--- src/core/frr_pkg.sv ---
// Constants, types and field layout of the fault record serial readout.
//
// Function
// - A short alone releases the clock flag and keeps the data flag low.
// - High-side short detection sets that phase's high-side record bit.
// - Low-side short detection sets that phase's low-side record bit.
// - Simultaneous high and low detections both land in the record.
// - Ten-bit record accumulates every detection, never overwriting.
// - Record kept until reset pin low, power cycle or completed readout.
// - Logic undervoltage clears the record and releases both flags meanwhile.
// - Record order: high-side A,B,C first, then low-side A,B,C.
// - Position six (FRR_POS_VR) holds the regulator undervoltage bit.
// - Last three positions hold bootstrap undervoltage A, B, C.
// - Both flags are open drain; a fault present releases one or both of them high.
// - No serial access while the device pulls the clock flag low.
// - Controller pulls clock flag low; device shows the first record bit.
// - Each high-then-low clock pulse advances to the next of ten bits.
// - Pulse after the last bit clears record and pulls both flags low.
// - Unlatched conditions still active reappear on the flags at once.
// - Regulator undervoltage record bit stays latched after the flags clear.
// - With stop-on-fault off, shorts are still latched in the record.
// - Bootstrap undervoltage state latches until reset pin or readout.
package frr_pkg;

   // ==========================================================
   // Record layout
   localparam int FRR_REC_W = 10;
   localparam int FRR_IDX_W = 4;
   localparam logic [9:0] FRR_REC_RESET = 10'h000;
   localparam logic [3:0] FRR_IDX_FIRST = 4'h0;
   localparam logic [3:0] FRR_IDX_LAST = 4'h9;
   localparam int FRR_POS_AH = 0;
   localparam int FRR_POS_BH = 1;
   localparam int FRR_POS_CH = 2;
   localparam int FRR_POS_AL = 3;
   localparam int FRR_POS_BL = 4;
   localparam int FRR_POS_CL = 5;
   localparam int FRR_POS_VR = 6;
   localparam int FRR_POS_VA = 7;
   localparam int FRR_POS_VB = 8;
   localparam int FRR_POS_VC = 9;

   // ==========================================================
   // Synchroniser lanes
   localparam int FRR_SYNC_W = 15;
   localparam int FRR_LN_ESF = 10;
   localparam int FRR_LN_LUV = 11;
   localparam int FRR_LN_OT = 12;
   localparam int FRR_LN_PRST = 13;
   localparam int FRR_LN_CLK = 14;

   // ==========================================================
   // Timing counts in system clock cycles
   localparam int FRR_FILT_CYC = 2;
   localparam logic [2:0] FRR_SETTLE_CYC = 3'h4;

   // ==========================================================
   // Readout sequencer
   typedef enum logic [1:0] {
      FRR_IDLE,
      FRR_SHIFT
   } frr_state_type;

endpackage : frr_pkg

--- src/core/frr_sync.sv ---
// Two flip-flop synchroniser for a vector of asynchronous inputs.
`timescale 1ns/10ps
module frr_sync #(
   parameter int W = 1
) (
   input wire logic sys_clk_i,
   input wire logic reset_i,
   input wire logic [W-1:0] async_i,
   output logic [W-1:0] sync_o
);
   logic [W-1:0] meta_ff;

   if (W < 1) begin : g_bad_width
      $error("frr_sync: width must be at least one");
   end

   always_ff @(posedge sys_clk_i) begin
      if (reset_i) begin
         meta_ff <= '0;
         sync_o <= '0;
      end else begin
         meta_ff <= async_i;
         sync_o <= meta_ff;
      end
   end
endmodule : frr_sync

--- src/core/frr_link_edge.sv ---
// Glitch filter and edge finder for the synchronised clock flag.
`timescale 1ns/10ps
module frr_link_edge
   import frr_pkg::*;
#(
   parameter int FILT = FRR_FILT_CYC
) (
   input wire logic sys_clk_i,
   input wire logic reset_i,
   input wire logic level_i,
   output logic level_o,
   output logic rise_o,
   output logic fall_o
);
   logic [3:0] cnt_ff;
   logic [3:0] nxt_cnt;
   wire differ = (level_i != level_o);
   wire accept = differ && (nxt_cnt >= 4'(FILT));

   if (FILT < 1 || FILT > 15) begin : g_bad_filt
      $error("frr_link_edge: filter length must be 1 to 15");
   end

   assign nxt_cnt = differ ? cnt_ff + 4'h1 : 4'h0;

   // A new level is taken only once it has held for FILT cycles.
   always_ff @(posedge sys_clk_i) begin
      if (reset_i) begin
         cnt_ff <= 4'h0;
         level_o <= 1'b0;
         rise_o <= 1'b0;
         fall_o <= 1'b0;
      end else begin
         cnt_ff <= accept ? 4'h0 : nxt_cnt;
         level_o <= accept ? level_i : level_o;
         rise_o <= accept && level_i;
         fall_o <= accept && !level_i;
      end
   end
endmodule : frr_link_edge

--- src/core/frr_fault_record.sv ---
// Fault recorder with serial readout over two open-drain fault flags.
`timescale 1ns/10ps
module frr_fault_record
   import frr_pkg::*;
(
   input wire logic sys_clk_i,
   input wire logic reset_i,
   input wire logic reset_pin_n_i,
   input wire logic logic_undervolt_i,
   input wire logic overtemp_i,
   input wire logic stop_on_fault_enable_i,
   input wire logic phase_a_high_vds_i,
   input wire logic phase_b_high_vds_i,
   input wire logic phase_c_high_vds_i,
   input wire logic phase_a_low_vds_i,
   input wire logic phase_b_low_vds_i,
   input wire logic phase_c_low_vds_i,
   input wire logic regulator_undervoltage_i,
   input wire logic bootstrap_a_undervolt_i,
   input wire logic bootstrap_b_undervolt_i,
   input wire logic bootstrap_c_undervolt_i,
   input wire logic fault_clock_flag_i,
   output logic fault_data_flag_o,
   output logic fault_data_flag_oe_o,
   output logic fault_clock_flag_o,
   output logic fault_clock_flag_oe_o,
   output logic [FRR_REC_W-1:0] fault_record_o
);

   // ==========================================================
   // Input synchronisation
   wire [FRR_SYNC_W-1:0] raw_in;
   logic [FRR_SYNC_W-1:0] syn;

   assign raw_in[FRR_POS_AH] = phase_a_high_vds_i;
   assign raw_in[FRR_POS_BH] = phase_b_high_vds_i;
   assign raw_in[FRR_POS_CH] = phase_c_high_vds_i;
   assign raw_in[FRR_POS_AL] = phase_a_low_vds_i;
   assign raw_in[FRR_POS_BL] = phase_b_low_vds_i;
   assign raw_in[FRR_POS_CL] = phase_c_low_vds_i;
   assign raw_in[FRR_POS_VR] = regulator_undervoltage_i;
   assign raw_in[FRR_POS_VA] = bootstrap_a_undervolt_i;
   assign raw_in[FRR_POS_VB] = bootstrap_b_undervolt_i;
   assign raw_in[FRR_POS_VC] = bootstrap_c_undervolt_i;
   assign raw_in[FRR_LN_ESF] = stop_on_fault_enable_i;
   assign raw_in[FRR_LN_LUV] = logic_undervolt_i;
   assign raw_in[FRR_LN_OT] = overtemp_i;
   assign raw_in[FRR_LN_PRST] = reset_pin_n_i;
   assign raw_in[FRR_LN_CLK] = fault_clock_flag_i;

   frr_sync #(
      .W(FRR_SYNC_W)
   ) u_sync (
      .sys_clk_i(sys_clk_i),
      .reset_i(reset_i),
      .async_i(raw_in),
      .sync_o(syn)
   );

   // Clock flag edges, filtered against short glitches.
   logic link_fall;

   frr_link_edge #(
      .FILT(FRR_FILT_CYC)
   ) u_edge (
      .sys_clk_i(sys_clk_i),
      .reset_i(reset_i),
      .level_i(syn[FRR_LN_CLK]),
      .level_o(),
      .rise_o(),
      .fall_o(link_fall)
   );

   // ==========================================================
   // Condition decode
   wire [FRR_REC_W-1:0] det_s = syn[FRR_REC_W-1:0];
   wire esf_s = syn[FRR_LN_ESF];
   wire luv_s = syn[FRR_LN_LUV];
   wire ot_s = syn[FRR_LN_OT];
   wire pin_rst_s = !syn[FRR_LN_PRST];
   wire vr_s = det_s[FRR_POS_VR];
   wire [2:0] hs_s = det_s[FRR_POS_CH:FRR_POS_AH];
   wire [2:0] ls_s = det_s[FRR_POS_CL:FRR_POS_AL];
   wire any_vds = |{hs_s, ls_s};

   frr_state_type st_ff;
   frr_state_type nxt_st;
   logic [FRR_IDX_W-1:0] idx_ff;
   logic [FRR_IDX_W-1:0] nxt_idx;
   logic [FRR_REC_W-1:0] rec_ff;
   logic [FRR_REC_W-1:0] nxt_rec;
   logic short_lat_ff;
   logic nxt_short_lat;
   logic [2:0] settle_ff;
   logic [2:0] nxt_settle;

   wire boot_lat = |rec_ff[FRR_POS_VC:FRR_POS_VA];
   wire uv_show = luv_s || vr_s || boot_lat;
   wire boot_det = |det_s[FRR_POS_VC:FRR_POS_VA];
   wire in_shift = (st_ff == FRR_SHIFT);
   wire in_idle = (st_ff == FRR_IDLE);
   wire cur_bit = rec_ff[idx_ff];
   wire last_fall = in_shift && link_fall && (idx_ff == FRR_IDX_LAST);
   wire abort = luv_s || pin_rst_s;
   wire wipe = abort || last_fall;
   wire set_ok = !abort;

   // ==========================================================
   // Flag encoding: an enable of one pulls the open-drain pin low.
   function automatic logic [1:0] flag_pull(
      input logic uv,
      input logic ot,
      input logic sh
   );
      logic [1:0] pull;
      pull = 2'b11;
      if (uv) begin
         pull = 2'b00;
      end else if (ot) begin
         pull = 2'b01;
      end else if (sh) begin
         pull = 2'b10;
      end
      return pull;
   endfunction : flag_pull

   wire clk_released = !fault_clock_flag_oe_o;
   wire start_ok = clk_released && (settle_ff == FRR_SETTLE_CYC);
   wire start = in_idle && start_ok && link_fall && !abort;

   // ==========================================================
   // Record accumulation
   // Detections are ORed in; one in a readout-end clearing cycle survives, one during an abort does not.
   assign nxt_rec = (wipe ? FRR_REC_RESET : rec_ff)
                    | (set_ok ? det_s : FRR_REC_RESET);

   // Shorts latch the flag only with stop-on-fault high.
   assign nxt_short_lat = (wipe ? 1'b0 : short_lat_ff)
                          | (set_ok && esf_s && any_vds);

   // Readout can only start after the clock flag has been released
   // long enough for its pull-up level to reach the filter.
   assign nxt_settle = !clk_released ? 3'h0 :
                       (settle_ff == FRR_SETTLE_CYC) ? settle_ff :
                       settle_ff + 3'h1;

   // ==========================================================
   // Readout sequencer
   always_comb begin
      nxt_st = st_ff;
      nxt_idx = idx_ff;
      case (st_ff)
         FRR_IDLE: begin
            if (start) begin
               nxt_st = FRR_SHIFT;
               nxt_idx = FRR_IDX_FIRST;
            end
         end
         FRR_SHIFT: begin
            if (abort || last_fall) begin
               nxt_st = FRR_IDLE;
               nxt_idx = FRR_IDX_FIRST;
            end else if (link_fall) begin
               nxt_idx = idx_ff + 4'h1;
            end
         end
         default: begin
            nxt_st = FRR_IDLE;
            nxt_idx = FRR_IDX_FIRST;
         end
      endcase
   end

   // The clock flag stays released through a readout; the data flag
   // carries the selected bit, released for a one.
   logic nxt_data_oe;
   logic nxt_clk_oe;

   wire nxt_uv = luv_s || vr_s
                 || (|nxt_rec[FRR_POS_VC:FRR_POS_VA]);
   wire nxt_short = nxt_short_lat || any_vds;
   wire [1:0] nxt_pull = flag_pull(nxt_uv, ot_s, nxt_short);

   assign nxt_data_oe = (nxt_st == FRR_SHIFT) ? !nxt_rec[nxt_idx]
                        : nxt_pull[1];
   assign nxt_clk_oe = (nxt_st == FRR_SHIFT) ? 1'b0 : nxt_pull[0];

   always_ff @(posedge sys_clk_i) begin
      if (reset_i) begin
         st_ff <= FRR_IDLE;
         idx_ff <= FRR_IDX_FIRST;
         rec_ff <= FRR_REC_RESET;
         short_lat_ff <= 1'b0;
         settle_ff <= 3'h0;
      end else begin
         st_ff <= nxt_st;
         idx_ff <= nxt_idx;
         rec_ff <= nxt_rec;
         short_lat_ff <= nxt_short_lat;
         settle_ff <= nxt_settle;
      end
   end

   // ==========================================================
   // Pin drivers
   always_ff @(posedge sys_clk_i) begin
      if (reset_i) begin
         fault_data_flag_oe_o <= 1'b1;
         fault_clock_flag_oe_o <= 1'b1;
         fault_data_flag_o <= 1'b0;
         fault_clock_flag_o <= 1'b0;
         fault_record_o <= FRR_REC_RESET;
      end else begin
         fault_data_flag_oe_o <= nxt_data_oe;
         fault_clock_flag_oe_o <= nxt_clk_oe;
         fault_data_flag_o <= 1'b0;
         fault_clock_flag_o <= 1'b0;
         fault_record_o <= nxt_rec;
      end
   end
endmodule : frr_fault_record

--- config.mk ---
export PLATFORM = sky130hd
export DESIGN_NAME = frr_fault_record
export DESIGN_NICKNAME = d
export VERILOG_FILES = /design/src/core/frr_pkg.sv /design/src/core/frr_sync.sv /design/src/core/frr_link_edge.sv /design/src/core/frr_fault_record.sv
export SDC_FILE = /design/constraint.sdc
export NUM_CORES = 1
export LEC_CHECK = 0
export BUFFER_PORTS_ARGS = -buffer_cell sky130_fd_sc_hd__buf_2
export CAP_MARGIN = 20
export CORE_ASPECT_RATIO = 0.9
export CORE_MARGIN = 2
export CORE_UTILIZATION = 30
export DETAILED_ROUTE_END_ITERATION = 8
export PLACE_DENSITY = 0.52
export SYNTH_ARGS = -nofsm -noshare
export SYNTH_HDL_FRONTEND = slang
export SYNTH_SLANG_ARGS = --single-unit
--- constraint.sdc ---
create_clock -name sys_clk_i -period 2 [get_ports sys_clk_i]
set_input_delay 0.1 -clock sys_clk_i [delete_from_list [all_inputs] [get_ports sys_clk_i]]
set_output_delay 0.1 -clock sys_clk_i [all_outputs]
set_load 0.1 [all_outputs]
**Word level (Yosys, flattened, before mapping)**

Cells that the tools add are included.

- Bits in registers: 58
- Bits in latches: 0
- Memory bits (writable): 0
- Bits in read-only memories: 0
- Bits of input ports: 17
- Output and inout bits: 14
- Logic and storage cells: 67
- Memories: 0

- $add $sub $neg: 3
- Multiply operators: 0
- Div/mod/pow operators: 0
- $lt $le $gt $ge: 2
- Eq/ne operators: 5
- Shift-type cells: 0
- Mux-type cells: 18
- Bitwise logic cells: 2
- Reduce and logical (&&, ||, !) cells: 25

Operators with widths:

| operator | count |
|---|---|
| $mux W10 | 2 |
| $mux W4 | 4 |
| $logic_and A1 B1 Y1 | 10 |
| $or A10 B10 Y10 | 1 |
| $add A4 B1 Y4 const B | 2 |
| $mux W2 | 4 |
| $pmux W4 S2 | 1 |
| $reduce_or A6 Y1 | 1 |
| $logic_not A1 Y1 | 5 |
| $logic_or A1 B1 Y1 | 5 |
| $lt A4 B5 Y1 const B | 1 |
| $mux W1 | 5 |
| $bmux W1 S4 | 1 |
| $eq A2 B1 Y1 const B | 2 |
| $eq A4 B4 Y1 const B | 1 |
| $ge A4 B2 Y1 const B | 1 |
| $pmux W2 S2 | 1 |
| $reduce_or A2 Y1 | 2 |
| $add A3 B1 Y3 const B | 1 |
| $eq A3 B3 Y1 const B | 1 |
| $reduce_or A3 Y1 | 1 |
| $logic_not A2 Y1 | 1 |
| $ne A1 B1 Y1 | 1 |
| $or A1 B1 Y1 | 1 |

**Depth between registers and ports, before layout**

- Word-level depth: 11
- Depth in mapped cells: 9
- Mapped depth without buffers: 9

**Hierarchy**

A second synthesis with hierarchy kept.

- Cell total of the unflattened synthesis: 221
- Area total of the unflattened synthesis: 2309.7 sq um

By module, submodules not included:

| module | times used | cells an instance | area an instance (sq um) | seq. area each (sq um) |
|---|---|---|---|---|
| frr_fault_record | 1 | 137 | 1151.1 | 440.4 |
| frr_sync | 1 | 63 | 882.1 | 600.6 |
| frr_link_edge | 1 | 21 | 276.5 | 140.1 |

**Worst setup path after synthesis**

Ideal clock, no wire load.

- Path type: register to register
- Start: register fault_clock_flag_oe_o
- End: register fault_data_flag_oe_o
- Setup time: 0.059 ns
- Arrival: 2.444 ns
- Data required time: 1.941 ns
- Setup slack: -0.503 ns
- Cell stages (with the launch flop): 7
- Path buffers: 0
- Clock period less this slack: 2.503 ns
- Path through: dfxtp_1 > nor4b_4 > o32ai_4 > mux2_1 > a211oi_1 > nand4b_1 > a41o_1

- Word-level cells in the longest chain between the ends: 11
- Elaborated cells on any way between the ends: 14
- Classes of those cells: eq/ne (1); mux (7); reduce/logical (6)

RTL lines:

| item | RTL line | text |
|---|---|---|
| start: declaration | frr_fault_record.sv:26 | `output logic fault_clock_flag_oe_o,` |
| start signal: assignment | frr_fault_record.sv:215 | `fault_clock_flag_oe_o <= nxt_clk_oe;` |
| $logic_not A1 Y1 * | frr_fault_record.sv:127 | `wire clk_released = !fault_clock_flag_oe_o;` |
| $logic_and A1 B1 Y1 * | frr_fault_record.sv:128 | `wire start_ok = clk_released && (settle_ff == FRR_SETTLE_CYC);` |
| $logic_and A1 B1 Y1 * (3 in a row) | frr_fault_record.sv:129 | `wire start = in_idle && start_ok && link_fall && !abort;` |
| $mux W4 | frr_fault_record.sv:154 | `if (start) begin` |
| $pmux W4 S2 | frr_fault_record.sv:152 | `case (st_ff)` |
| $bmux W1 S4 | frr_fault_record.sv:184 | `assign nxt_data_oe = (nxt_st == FRR_SHIFT) ? !nxt_rec[nxt_idx]` |
| $mux W1 (implied by the code) | frr_fault_record.sv:184 |  |
| $logic_not A1 Y1 | frr_fault_record.sv:184 |  |
| $mux W1 * | frr_fault_record.sv:184 |  |
| end signal: assignment | frr_fault_record.sv:214 | `fault_data_flag_oe_o <= nxt_data_oe;` |
| end: declaration | frr_fault_record.sv:24 | `output logic fault_data_flag_oe_o,` |

Every way passes the cells marked *; elsewhere a longest branch is shown, timed or not. The select of a mux whose other input is x is not followed.
A chain may end at the register's enable or synchronous reset.

**Final worst setup path**

- Start: register settle_ff[0]
- End: register fault_data_flag_oe_o

- Word-level cells in the longest chain between the ends: 11
- Elaborated cells on any way between the ends: 14
- Classes of those cells: eq/ne (2); mux (7); reduce/logical (5)

RTL lines:

| item | RTL line | text |
|---|---|---|
| start: declaration | frr_fault_record.sv:94 | `logic [2:0] settle_ff;` |
| start signal: assignment | frr_fault_record.sv:200 | `settle_ff <= nxt_settle;` |
| $eq A3 B3 Y1 * | frr_fault_record.sv:128 |  |
| $logic_and A1 B1 Y1 * | frr_fault_record.sv:128 |  |
| $logic_and A1 B1 Y1 * (3 in a row) | frr_fault_record.sv:129 |  |
| $mux W4 | frr_fault_record.sv:154 |  |
| $pmux W4 S2 | frr_fault_record.sv:152 |  |
| $bmux W1 S4 | frr_fault_record.sv:184 |  |
| $mux W1 (implied by the code) | frr_fault_record.sv:184 |  |
| $logic_not A1 Y1 | frr_fault_record.sv:184 |  |
| $mux W1 * | frr_fault_record.sv:184 |  |

Marks and branches as above.

==> flow_metrics.py <==
metrics = {
    "status": {
        "outcome": "finished, violations left",
        "violations": "setup timing",
    },
    "grt": {
        "grt_max_degree": 33,
        "grt_use_total_pct": 11.9,
        "grt_antenna_before_repair": 0,
        "top_usage_layer": "met2",
        "grt_util_met2_pct": 19.2,
        "grtUsageMet3_pct": 3.46,
        "use_met1_pct": 13.9,
        "grt_pass1_wl_um": 7250,
        "overflow": 0,
        "grt_pass1_vias": 1626,
    },
    "timing": {
        "rsz0062_at_grt": "true",
        "slew-limit-headroom_pct": 62.6,
        "fin_hold_ws_ns": 0.251,
        "max_freq_mhz": 489,
        "hold_viol": 0,
        "setup_slack_ns": -0.0438,
        "worstMarginPinSlew_ns": 0.560,
        "timing.final.crit_share_pct": 102,
        "setup_viol": 1,
        "fin_crit_ns": 2.04,
        "final.setup_skew_ns": 0.00603,
        "slew_violations": 0,
    },
    "critical_path": {
        "crit_arrival_ns": 2.26,
        "cp.required_ns": 2.22,
        "criticalPathCategory": "flop to flop",
        "worst-r2r-cell-count": 10,
        "worst-path-max-fanout": 4,
        "start_kind": "flop",
        "crit_path_end_kind": "flop",
    },
    "floorplan": {
        "rows": 29,
        "core_area_sq_um": 7110,
        "die_area_sq_um": 8070,
        "die_y_um": 85.4,
        "ios": 31,
        "die_w_um": 94.5,
        "start_util_pct": 31.1,
    },
    "synthesis": {
        "synth_edf_count": 0,
        "ys_warn_count": 0,
        "avgSynthCellArea_sq_um": 10.1,
        "yosys.area.top_type": "dfxtp_1",
        "synth_area_sq_um": 2210,
        "ys_seq_area_share_pct": 52.5,
        "ys.flop_type": "dfxtp_1",
        "synth_cells": 218,
        "ys_seq_elements": 58,
        "yosys.area.top_type_share_pct": 52.5,
        "ys_types": 49,
        "postSynth.asyncResetShare_pct": 0,
        "synth_area_leaders": "dfxtp_1, nor2b_1, nor2_1, ha_1, mux2i_1",
    },
    "clock_network": {
        "cts_buffer_depth": 2,
        "clk_pin_slew_worst_paths_ns": 0.06,
        "worstSkewPairLatency_ns": 0.33,
        "cts_root_buf": "clkbuf_8",
        "cts_sinks": 58,
        "h-tree-depth": 3,
        "cts_buffers": 9,
        "tritoncts": "yes",
    },
    "drt": {
        "drc_errors": 0,
        "viasPerCell": 4.35,
        "wirelength_um": 4300,
        "vias": 1674,
        "ant_nets": 0,
        "dr.first_iter.drc_count": 57,
        "wl_per_cell_um": 11.2,
        "dr.pass1.iters": 4,
    },
    "placement": {
        "gp_congestion": 0.834,
        "port_buffers": 28,
        "pre_cts_ws_ns": -0.0590,
        "placed_cell_area_sq_um": 2600,
        "dp_hpwl_um": 3000,
    },
    "finish": {
        "stdcell_area_sq_um": 3000,
        "nets": 310,
        "syn2layout_area_growth_pct": 35.7,
        "drive_gt1_share_pct": 29.1,
        "num_antenna_cells": 0,
        "fillers": 720,
    },
    "power_and_ir_drop": {
        "power_density_nw_per_um2": 815,
        "leakagePower_nw": 1.29,
        "peakVddDrop_mv": 0.387,
    },
    "job": {
        "max_cap_violations": 0,
    },
    "min_path": {
        "hold_class": "input port to flop",
        "min_path_cells": 2,
    },
}
## synth_stat cells (3+ instances only)
cell      count
dfxtp_1      58
nor2b_1      34
nor2_1       22
nand2_1       9
a21oi_1       7
nor3_1        7
clkbuf_1      6
a21o_1        5
ha_1          5
mux2i_1       5
nand3_1       4
and3_1        3
inv_1         3
nand2b_1      3
nand4_1       3
o21bai_1      3
## path summary, 6_finish.rpt
| path | end | slack [ns] | start |
|---|---|---|---|
| min reg2reg | u_sync.sync_o[9] | 0.43 | u_sync.meta_ff[9] |
| max reg2reg | fault_data_flag_oe_o | -0.04 | settle_ff[0] |
| max | fault_data_flag_oe_o | -0.04 | settle_ff[0] |
| min | u_sync.sync_o[6] | 0.25 | reset_i |
## placed cells by master, fill, tap and decap left out, types with 4 or more instances in the layout
master | Yosys | layout
mux2i_1 | 5 | 5
buf_2 | 2 | 28
dfxtp_1 | 58 | 55
nand3_1 | 4 | 4
nor2_1 | 22 | 22
clkbuf_8 | 0 | 12
conb_1 | 1 | 6
nand2_1 | 9 | 8
a21o_1 | 5 | 5
dlygate4sd3_1 | 0 | 15
buf_4 | 2 | 22
nor2b_1 | 34 | 34
a21oi_1 | 7 | 7
nor3_1 | 7 | 7
ha_1 | 5 | 4
## critical path, stage by stage, from the launching register on
cell and delay [ns]:
dfxtp_2 0.32, inv_2 0.06, ha_4 0.14, nand2_4 0.05, nor4b_4 0.24, buf_4 0.19
nor2_4 0.05, a221o_1 0.37, nor4_2 0.15, a22oi_1 0.12, a41o_1 0.24
## final cells by class
class / count / area [sq um] / area share [%]
Sequential cell: 58 / 1170 / 38.9
Timing Repair Buffer: 65 / 455 / 15.2
Clock buffer: 14 / 194 / 6.47
Multi-Input combinational cell: 151 / 1050 / 35.0
Inverter: 3 / 11.3 / 0.375
Tap cell: 93 / 116 / 3.88
Clock inverter: 1 / 5.00 / 0.167
## metal layers
metal,wire length (um),share of wire [%]
met5,0,0
met4,114,2.6
met3,140,3.3
met2,2010,47
met1,2030,47
## state kept, by name, indices dropped and copies added (netlist names)
signal                 cells
u_sync.meta_ff            15
st_ff                      2
fault_clock_flag_oe_o      1
short_lat_ff               1
fault_record_o            10
idx_ff                     4
u_sync.sync_o             15
settle_ff                  3
fault_data_flag_oe_o       1
u_edge.cnt_ff              4
u_edge.fall_o              1
u_edge.level_o             1
## cells by family after synthesis
logic type | Yosys count | share of synthesized area [%]
multiplexers | 7 | 3.45
other | 1 | 0.170
AO/OA/AOI/OAI | 31 | 10.8
adder cells (fa/ha/maj) | 5 | 2.83
AND/OR/NAND/NOR | 99 | 26.2
flip-flops | 58 | 52.5
XOR/XNOR | 3 | 1.19
buffers and inverters | 14 | 2.83
## per-stage QoR
stage | util, % | TNS [ns] | std cells | total power [mW]
2_1_floorplan | - | -0.0453 | 223 | 1.37
3_3_place_gp | 36.5 | -0.0196 | 353 | 1.40
3_5_place_dp | 36.5 | -0.0590 | 353 | 1.41
4_1_cts | 41.4 | -0.0770 | 383 | 2.47
5_1_grt | 42.2 | -0.160 | 385 | 2.55
6_report | 42.2 | -0.0438 | 385 | 2.45
## power by group
group | switching [mW] | internal [mW]
combinational | 0.108 | 0.0817
sequential | 0.0208 | 1.20
clock | 0.420 | 0.618
## repair_timing
item | 4_1_cts | 5_1_grt
resized for setup | 0 | 11
setup buffers | 0 | 2
hold buffers | 15 | 0
hold endpoints to repair | 15 | 0
setup endpoints to repair | 1 | 1
pin swaps | 0 | 4
(Power assumes the default switching activity.)
